### config.mk
export PLATFORM = sky130hd
export DESIGN_NAME = pmc_power_reset_clock
export DESIGN_NICKNAME = d
export VERILOG_FILES = /design/src/rtl/pmc_divider.v /design/src/rtl/pmc_power_reset_clock.v
export VERILOG_INCLUDE_DIRS = /design/src /design/src/rtl
export SDC_FILE = /design/constraint.sdc
export NUM_CORES = 1
export LEC_CHECK = 0
export ABC_AREA = 1
export BUFFER_PORTS_ARGS = -buffer_cell sky130_fd_sc_hd__buf_2
export CAP_MARGIN = 0
export CELL_PAD_IN_SITES_DETAIL_PLACEMENT = 0
export CELL_PAD_IN_SITES_GLOBAL_PLACEMENT = 1
export CORE_ASPECT_RATIO = 0.7
export CORE_UTILIZATION = 41
export CTS_BUF_LIST = sky130_fd_sc_hd__clkbuf_16
export DETAILED_ROUTE_END_ITERATION = 10
export PLACE_DENSITY = 0.89
export SLEW_MARGIN = 10
export SYNTH_ARGS = -nofsm -noshare
export SYNTH_HDL_FRONTEND = slang
export SYNTH_SLANG_ARGS = --single-unit
### constraint.sdc
create_clock -name mclk -period 2.1 [get_ports mclk]
set_input_delay 0.21 -clock mclk [delete_from_list [all_inputs] [get_ports mclk]]
set_output_delay 0.21 -clock mclk [all_outputs]
set_load 0.01 [all_outputs]
### src/rtl/pmc_regs.vh
// constants for the modem power, reset and clock controller
`ifndef PMC_REGS_VH
`define PMC_REGS_VH
`define PMC_CLK_MHZ 125
`define PMC_REF_MHZ 16
`define PMC_RST_RELEASE_CYC 4'h4
`define PMC_RST_CNT_W 4
`define PMC_DIV_W 16
`define PMC_BAND_CEN_A 2'h0
`define PMC_BAND_FCC 2'h1
`define PMC_BAND_ARIB 2'h2
`define PMC_BAND_PRIME 2'h3
`define PMC_KSPS_CEN_A 400
`define PMC_KSPS_FCC 1200
`define PMC_KSPS_ARIB 1200
`define PMC_KSPS_PRIME 250
`define PMC_KSPS_MAX 1200
`define PMC_SYS_DIV_RST 16'h0000
`define PMC_SAMPLE_W 10
`define PMC_MODE_LISTEN 1'b0
`define PMC_MODE_ACTIVE 1'b1
`define PMC_NBLK 4
`endif

### src/rtl/pmc_divider.v
// programmable divider producing a one-cycle enable pulse every div+1 cycles
`include "pmc_regs.vh"
module pmc_divider (
    input wire mclk, // system clock
    input wire reset, // synchronous reset, active high
    input wire run, // divider runs while high
    input wire [`PMC_DIV_W-1:0] div, // period minus one
    output reg tick // one-cycle enable pulse
);
    reg [`PMC_DIV_W-1:0] cnt_q;

    // count up and pulse on wrap
    always @(posedge mclk)
    begin
        if (reset || !run)
        begin
            cnt_q <= {`PMC_DIV_W{1'b0}};
            tick <= 1'b0;
        end
        else if (cnt_q >= div)
        begin
            cnt_q <= {`PMC_DIV_W{1'b0}};
            tick <= 1'b1;
        end
        else
        begin
            cnt_q <= cnt_q + 1'b1;
            tick <= 1'b0;
        end
    end
endmodule

### src/rtl/pmc_power_reset_clock.v
// modem power mode, clock enable generation and system reset controller
// How it works
// RULE1: system reset comes from the external pin, the supply monitor or firmware.
// RULE2: the outside party holds the external reset pin low at least eight clocks.
// RULE3: processors leave reset within eight clocks after the pin returns high.
// RULE4: any supply rail below its fail threshold asserts system reset.
// RULE5: a firmware reset request is treated as a full system reset.
// RULE6: there are two power modes and active mode runs baseband and front end fully.
// RULE7: in listening mode only the front end and packet detector stay clocked.
// RULE8: a packet start seen in listening mode switches to active mode.
// RULE9: each idle functional block has its clock gated automatically.
// RULE10: all clocks derive from the single 16 MHz reference through the dividers.
// RULE11: system and front-end dividers are programmed independently.
// RULE12: the front-end sample rate is chosen per band: 400, 1200 or 250 ksps.
// RULE13: receive and transmit sample streams never exceed 1.2 Msps.
// RULE14: each transmit converter sample is a 10-bit word.
// RULE15: active mode returns to listening when traffic ends and no send is pending.
// RULE16: the pin is synchronised and reset releases only when all sources are clear.
`include "pmc_regs.vh"
module pmc_power_reset_clock (
    input wire mclk, // system clock, 125 MHz from the reference pll
    input wire reset, // synchronous power-on reset, active high
    input wire ext_reset_low_pin, // external reset pin, active low
    input wire supply_fail, // supply monitor below threshold
    input wire fw_reset_req, // firmware reset request pulse
    input wire pkt_start, // packet detector saw a packet start
    input wire tx_req, // baseband has a transmission pending
    input wire rx_busy, // reception in progress
    input wire tx_busy, // transmission in progress
    input wire [`PMC_NBLK-1:0] blk_busy, // per-block activity in active mode
    input wire [`PMC_DIV_W-1:0] sys_div, // system clock enable divider
    input wire [1:0] band_sel, // frequency band selection
    input wire [`PMC_SAMPLE_W-1:0] tx_sample, // transmit sample from baseband
    input wire tx_sample_valid, // transmit sample offered
    output wire tx_sample_ready, // transmit sample taken on sample tick
    output reg [`PMC_SAMPLE_W-1:0] dac_word, // 10-bit word to the converter
    output reg dac_strobe, // converter sample strobe
    output reg adc_strobe, // receive sample strobe
    output reg sys_reset, // system reset, active high
    output reg cpu_reset, // processor reset, active high
    output reg mode_active, // high in active mode
    output reg line_front_end_clk_en, // front end clock enable
    output reg detect_clk_en, // packet detector clock enable
    output reg baseband_clk_en, // common baseband clock enable
    output reg [`PMC_NBLK-1:0] blk_clk_en, // per-block clock enables
    output wire sys_tick // system rate enable pulse
);
    // sample period minus one, in system clocks, for a sample rate in ksps
    function [`PMC_DIV_W-1:0] pmc_ksps_div;
        input [31:0] ksps;
        reg [31:0] per;
        begin
            // round up so the strobe rate never exceeds the requested rate
            per = (`PMC_CLK_MHZ * 1000 + ksps - 1) / ksps - 1;
            pmc_ksps_div = per[`PMC_DIV_W-1:0];
        end
    endfunction

    // sample rate of a band in ksps
    function [31:0] pmc_band_ksps;
        input [1:0] band;
        begin
            case (band)
                `PMC_BAND_FCC: pmc_band_ksps = `PMC_KSPS_FCC;
                `PMC_BAND_ARIB: pmc_band_ksps = `PMC_KSPS_ARIB;
                `PMC_BAND_PRIME: pmc_band_ksps = `PMC_KSPS_PRIME;
                default: pmc_band_ksps = `PMC_KSPS_CEN_A;
            endcase
        end
    endfunction

    // sample period for a band, never shorter than the converter limit allows
    function [`PMC_DIV_W-1:0] pmc_band_div;
        input [1:0] band;
        reg [`PMC_DIV_W-1:0] div;
        reg [`PMC_DIV_W-1:0] lim;
        begin
            div = pmc_ksps_div(pmc_band_ksps(band));
            lim = pmc_ksps_div(`PMC_KSPS_MAX);
            if (div < lim)
                pmc_band_div = lim; // RULE13
            else
                pmc_band_div = div;
        end
    endfunction

    // power mode state codes
    localparam MODE_LISTEN = `PMC_MODE_LISTEN;
    localparam MODE_ACTIVE = `PMC_MODE_ACTIVE;

    reg pin_s1_q;
    reg pin_s2_q;
    reg [`PMC_RST_CNT_W-1:0] rel_q;
    reg [`PMC_DIV_W-1:0] fe_div_q;
    reg mode_d;
    wire any_src;
    wire fe_tick;

    // two-stage synchroniser on the reset pin
    always @(posedge mclk)
    begin
        if (reset)
        begin
            pin_s1_q <= 1'b0;
            pin_s2_q <= 1'b0;
        end
        else
        begin
            pin_s1_q <= ext_reset_low_pin; // RULE16
            pin_s2_q <= pin_s1_q;
        end
    end

    // any source asks for reset; the pin must stay low long enough to be seen
    assign any_src = !pin_s2_q || supply_fail || fw_reset_req; // RULE1 RULE2 RULE4 RULE5

    // hold reset while any source is active, release a fixed count later
    always @(posedge mclk)
    begin
        if (reset || any_src)
        begin
            rel_q <= {`PMC_RST_CNT_W{1'b0}}; // RULE16
            sys_reset <= 1'b1;
            cpu_reset <= 1'b1;
        end
        else if (rel_q != `PMC_RST_RELEASE_CYC)
        begin
            rel_q <= rel_q + 1'b1;
            sys_reset <= 1'b1;
            cpu_reset <= 1'b1;
        end
        else
        begin
            sys_reset <= 1'b0;
            cpu_reset <= 1'b0; // RULE3
        end
    end

    // next power mode: wake on a packet or a pending send, sleep once all traffic ends
    always @*
    begin
        mode_d = mode_active;
        case (mode_active)
            MODE_LISTEN:
                if (pkt_start || tx_req)
                    mode_d = MODE_ACTIVE; // RULE8
            MODE_ACTIVE:
                if (!rx_busy && !tx_busy && !tx_req && !pkt_start)
                    mode_d = MODE_LISTEN; // RULE15
            default: mode_d = MODE_LISTEN;
        endcase
    end

    // power mode register, forced to listening while the system is in reset
    always @(posedge mclk)
    begin
        if (sys_reset)
            mode_active <= MODE_LISTEN;
        else
            mode_active <= mode_d; // RULE6
    end

    // clock enables follow mode and block activity
    always @(posedge mclk)
    begin
        if (sys_reset)
        begin
            line_front_end_clk_en <= 1'b0;
            detect_clk_en <= 1'b0;
            baseband_clk_en <= 1'b0;
            blk_clk_en <= {`PMC_NBLK{1'b0}};
        end
        else
        begin
            line_front_end_clk_en <= 1'b1; // RULE7
            detect_clk_en <= 1'b1; // RULE7
            baseband_clk_en <= mode_active; // RULE6
            blk_clk_en <= mode_active ? blk_busy : {`PMC_NBLK{1'b0}}; // RULE9
        end
    end

    // front-end divider latched from band selection
    always @(posedge mclk)
    begin
        if (sys_reset)
            fe_div_q <= pmc_band_div(`PMC_BAND_CEN_A);
        else
            fe_div_q <= pmc_band_div(band_sel); // RULE12
    end

    // independent system and front-end dividers from the reference-derived clock
    pmc_divider u_sys_div (
        .mclk(mclk),
        .reset(sys_reset),
        .run(1'b1),
        .div(sys_div), // RULE10 RULE11
        .tick(sys_tick)
    );

    pmc_divider u_fe_div (
        .mclk(mclk),
        .reset(sys_reset),
        .run(1'b1),
        .div(fe_div_q), // RULE11
        .tick(fe_tick)
    );

    assign tx_sample_ready = fe_tick && mode_active;

    // converter strobes at the sample rate, never faster than 1.2 Msps
    always @(posedge mclk)
    begin
        if (sys_reset)
        begin
            dac_word <= {`PMC_SAMPLE_W{1'b0}};
            dac_strobe <= 1'b0;
            adc_strobe <= 1'b0;
        end
        else
        begin
            adc_strobe <= fe_tick; // RULE13
            dac_strobe <= fe_tick && mode_active; // RULE13
            if (tx_sample_ready && tx_sample_valid)
                dac_word <= tx_sample; // RULE14
        end
    end
endmodule

# Word level (Yosys, flattened, before mapping)
# Cells that the tools add are included.
[op_classes]
order_cmp = 3
bitwise_logic = 1
n_div = 1
mux = 10
n_reduce_logical = 19
n_eq_ne = 4
addsub = 6
[ops]
columns = ["cell", "count"]
rows = [
  ["16-bit by 1-bit adder with 16-bit output (second input constant)", 2],
  ["17-bit by 32-bit adder with 32-bit output (first input constant)", 1],
  ["32-bit by 32-bit divider with 32-bit output", 1],
  ["16-bit >= comparator", 2],
  ["32-bit two-way mux", 1],
  ["32-bit by 1-bit subtractor with 32-bit output (second input constant)", 1],
  ["11-bit one-hot mux with 2 select lines", 1],
  ["16-bit by 7-bit < comparator with 1-bit output (second input constant)", 1],
  ["16-bit by 1-bit subtractor with 16-bit output (second input constant)", 1],
  ["2-bit OR reduction", 5],
  ["9-bit two-way mux", 1],
  ["1-bit two-way mux", 6],
  ["1-bit logical AND", 5],
  ["1-bit logical NOT", 5],
  ["4-bit by 1-bit adder with 4-bit output (second input constant)", 1],
  ["2-bit equality test (second input constant)", 2],
  ["1-bit logical OR", 4],
  ["4-bit by 3-bit != test with 1-bit output (second input constant)", 1],
  ["2-bit by 1-bit equality test with 1-bit output (second input constant)", 1],
  ["1-bit one-hot mux with 2 select lines", 1],
  ["1-bit inverter", 1],
]
[word_totals]
inputBits = 42
regBits = 76
word_cells = 61
out_inout_bits = 24

# Longest topological paths before layout
[depth]
ltp_word = 10
mapped_depth = 13
mapped_depth_nobuf = 13

# By module
# From an unflattened synthesis, not the netlist that was laid out.
[unflattened]
cells_unflattened = 474
hier_area_um2 = 3781.1
[modules_own_cells]
columns = ["mod", "seq_area_each_um2", "cells_each", "n_inst", "area_each_um2"]
rows = [
  ["pmc_divider", 340.3, 160, 2, 1217.4],
  ["pmc_power_reset_clock", 760.7, 154, 1, 1346.3],
]

# Least setup slack after synthesis
# Ideal clock, no wire load.
[synth_timing]
path_kind = "reg2reg"
start = "register u_fe_div.cnt_q[11]"
end = "register u_fe_div.cnt_q[14]"
path_buffers = 1
required_time_ns = 1.983
path_stages_with_launch = 10
period_less_slack_ns = 1.510
arrival_ns = 1.393
setup_ns = 0.117
setup_slack_ns = 0.590
cell_sequence = "dfxtp_1 ha_1 nand2_1 inv_1 nand3_1 nor2_1 nand3b_1 nand4_4 buf_6 nor2_2"
[synth_between]
elab_chain_len = 2
word_cells_on_any_way = 3
classes_between = "add/sub: 1; order compare: 1; reduce/logical: 1"
[synth_lines]
columns = ["element", "line", "rtl"]
rows = [
  ["start, declared", "pmc_divider.v:10", "reg [`PMC_DIV_W-1:0] cnt_q;"],
  ["start signal, assigned", "pmc_divider.v:17", "cnt_q <= {`PMC_DIV_W{1'b0}};"],
  ["start signal, assigned", "pmc_divider.v:22", "cnt_q <= {`PMC_DIV_W{1'b0}};"],
  ["start signal, assigned", "pmc_divider.v:27", "cnt_q <= cnt_q + 1'b1;"],
  ["16-bit >= comparator", "pmc_divider.v:20", "else if (cnt_q >= div)"],
  ["2-bit OR reduction (no line)", "-", ""],
]
# Parallel ways exist; a longest one is shown, timed or not.
# A chain may end at the register's enable or synchronous reset.

# Worst setup path in the final report
[layout_timing]
start = "register u_sys_div.cnt_q[11]"
end = "register u_sys_div.cnt_q[11]"
[layout_between]
elab_chain_len = 2
word_cells_on_any_way = 3
classes_between = "add/sub: 1; order compare: 1; reduce/logical: 1"
[layout_lines]
columns = ["element", "line"]
rows = [
  ["start, declared", "pmc_divider.v:10"],
  ["start signal, assigned", "pmc_divider.v:17"],
  ["start signal, assigned", "pmc_divider.v:22"],
  ["start signal, assigned", "pmc_divider.v:27"],
  ["16-bit >= comparator", "pmc_divider.v:20"],
  ["2-bit OR reduction (no line)", "-"],
]
# Parallel ways exist; a longest one is shown, timed or not.

==> results.sh <==
export IMPL_status="complete, no violations"
export IMPL_hold_class="in -> reg"
export IMPL_final_period_utilization_pct=85.44
export IMPL_start_kind="register"
export IMPL_cts_root_buf="clkbuf_16"
export IMPL_wl_per_cell_um=10.68
export IMPL_num_antenna_cells=0
export IMPL_cts_hold_buf=0
export IMPL_ioPinCount=66
export IMPL_cp_arrival_ps=2040
export IMPL_clock_tree_buffer_depth=2
export IMPL_ys_types=29
export IMPL_hpwlAfterDp_um=5482
export IMPL_timing_final_hold_violations=0
export IMPL_utilization_pct=51.22
export IMPL_antenna_found_initial=0
export IMPL_tns_ps=0
export IMPL_critical_path_peak_fanout=16
export IMPL_final_cells=656
export IMPL_initial_core_util_pct=42.56
export IMPL_num_rows=28
export IMPL_maxCapViolCount=0
export IMPL_slew_viol_final=0
export IMPL_worstPathRequired_ps=2350
export IMPL_nets=611
export IMPL_clk_latency_ps=330
export IMPL_hold_slack_ps=55.32
export IMPL_grt_pass1_wl_um=11960
export IMPL_netlist_area_mm2=0.003608
export IMPL_first_pass_iters=4
export IMPL_tightestPinTransition_ps=504.1
export IMPL_post_cts_buffers=0
export IMPL_fmax_ghz=0.5573
export IMPL_drtAntennaViolNets=0
export IMPL_die_area_mm2=0.009186
export IMPL_synth_seq_area_share_pct=39.94
export IMPL_gp_congestion=0.7743
export IMPL_cts_made_buffers=9
export IMPL_finalSetupViolCount=0
export IMPL_core_mm2=0.008478
export IMPL_viasPerCell=4.431
export IMPL_leakage_nw=2.036
export IMPL_drive_above_1_share_pct=19.22
export IMPL_grt_pass1_vias=2611
export IMPL_wirelength_um=7004
export IMPL_relSlewSlack_pct=66.08
export IMPL_die_w_um=114.1
export IMPL_ys_ff_latch=72
export IMPL_fin_crit_ps=1794
export IMPL_portBuffers=65
export IMPL_fill_cells=842
export IMPL_powerDensity_mw_per_mm2=676.5
export IMPL_grt_max_degree=19
export IMPL_clkTransAtPathRegs_ps=60
export IMPL_area_growth_pct=20.35
export IMPL_die_h_um=80.49
export IMPL_placed_cell_area_mm2=0.004053
export IMPL_dp_cells=640
export IMPL_end_kind="register"
export IMPL_ys_warn_count=0
export IMPL_route_vias_total=2907
export IMPL_cts_sinks=72
export IMPL_grt_usage_pct=16.91
export IMPL_synthCells=457
export IMPL_post_route_drc_count=0
export IMPL_overflow=0
export IMPL_drt_iter0_drc=124
export IMPL_critical_path_class="reg -> reg"
export IMPL_grt_setup_unrepaired="no"
export IMPL_cts_tree="built"
export IMPL_skew_ps=8.305
export IMPL_h_tree_depth=3
export IMPL_design_area_mm2=0.004343
export IMPL_peakVddDrop_mv=0.4516
export IMPL_avgSynthCellArea_um2=7.896
export IMPL_cts_resized=0
Yosys cell counts, drive strengths merged:
master / instances / area [um2]
ha: 38 / 475.5
nor3b: 1 / 7.510
nand4: 8 / 71.32
inv: 81 / 304.0
xnor2: 13 / 113.9
nor3: 10 / 70.07
nand3: 28 / 150.1
conb: 1 / 3.750
o21ai: 4 / 20.02
nand2: 78 / 297.8
nand3b: 1 / 7.510
nor2: 71 / 296.5
xor2: 17 / 148.9
nor4: 1 / 6.260
buf: 6 / 50.04
a21boi: 1 / 7.510
a21oi: 22 / 113.9
clkbuf: 2 / 7.510
dfxtp: 72 / 1441
a21o: 2 / 15.01
worst max-delay path, stage by stage, from the launching register on:
cell and delay [ps]:
dfxtp_1 400, ha_1 270, nand2_1 70, inv_1 50, nand2_1 60, nand2_1 80, a21oi_2 180, nand4_2 380
nor2_1 220
cell families after synthesis:
logic type | Yosys count | synth area share, %
buf+inv | 89 | 10.02
simple gates | 198 | 25.14
other cells | 1 | 0.1039
flops | 72 | 39.94
xor+xnor | 30 | 7.281
fa+ha+maj | 38 | 13.18
compound gates | 29 | 4.334
cell type report:
cell class	instances	area (um2)	share of cell area [%]
timing repair buffer	66	332.8	7.663
tap	120	150.1	3.457
sequential	72	1441	33.19
inverter	81	304.0	7.001
clock inverter	7	65.06	1.498
clock buffer	9	225.2	5.186
multi-input combinational	301	1824	42.01
per-stage QoR:
| step | total power [W] | worst slack, ps |
|---|---|---|
| CTS | 0.002987 | 285.3 |
| global placement | 0.001494 | 392.7 |
| global route | 0.003056 | 150.0 |
| detailed placement | 0.001498 | 296.1 |
| floorplan | 0.001449 | 590.0 |
| finish | 0.002938 | 305.7 |
path summary, 6_finish.rpt:
check / startpoint / end / slack, ps / depth (start not counted)
hold reg to reg: pin_s1_q / pin_s2_q / 400 / 2
setup / recovery: u_sys_div.cnt_q[11] / u_sys_div.cnt_q[11] / 310 / 8
setup reg to reg: u_sys_div.cnt_q[11] / u_sys_div.cnt_q[11] / 310 / 8
hold / removal: reset / pin_s2_q / 60 / 2
cell usage in the layout, fill, tap and decap left out, drive strengths merged:
cell / Yosys / routed
conb: 1 / 6
nand2: 78 / 78
nor3: 10 / 10
a21o: 2 / 2
o21ai: 4 / 4
a21oi: 22 / 22
ha: 38 / 38
clkinv: 0 / 4
inv: 81 / 83
a21boi: 1 / 1
nor3b: 1 / 1
xnor2: 13 / 13
nand4: 8 / 8
buf: 6 / 66
nand3b: 1 / 1
xor2: 17 / 17
clkbuf: 2 / 9
nor2: 71 / 71
dfxtp: 72 / 72
bufinv: 0 / 1
nor4: 1 / 1
nand3: 28 / 28
per-layer routing:
layer  vias up  track usage [%]  part of all wire (%)
met5         -                0                     0
met4         0            6.104                   1.4
met3         7            6.113                   5.9
met2        73            24.97                    40
met1      1260            22.47                    52
li1       1567                -                     -
flip-flops by register name, summed over array words and instances, names as in the netlist, 4 cells and up:
signal and cells:
dac_word 10, u_fe_div.cnt_q 16, fe_div_q 12, rel_q 4
blk_clk_en 4, u_sys_div.cnt_q 16
report_power, final:
group	switching [W]	total, W	leakage, nW	internal, W
registers	0.00000186	0.00138	0.583	0.00137
logic	0.0000453	0.0000908	1.30	0.0000456
clock network	0.000562	0.00147	0.152	0.000909
Power figures use the tool's default switching activity.
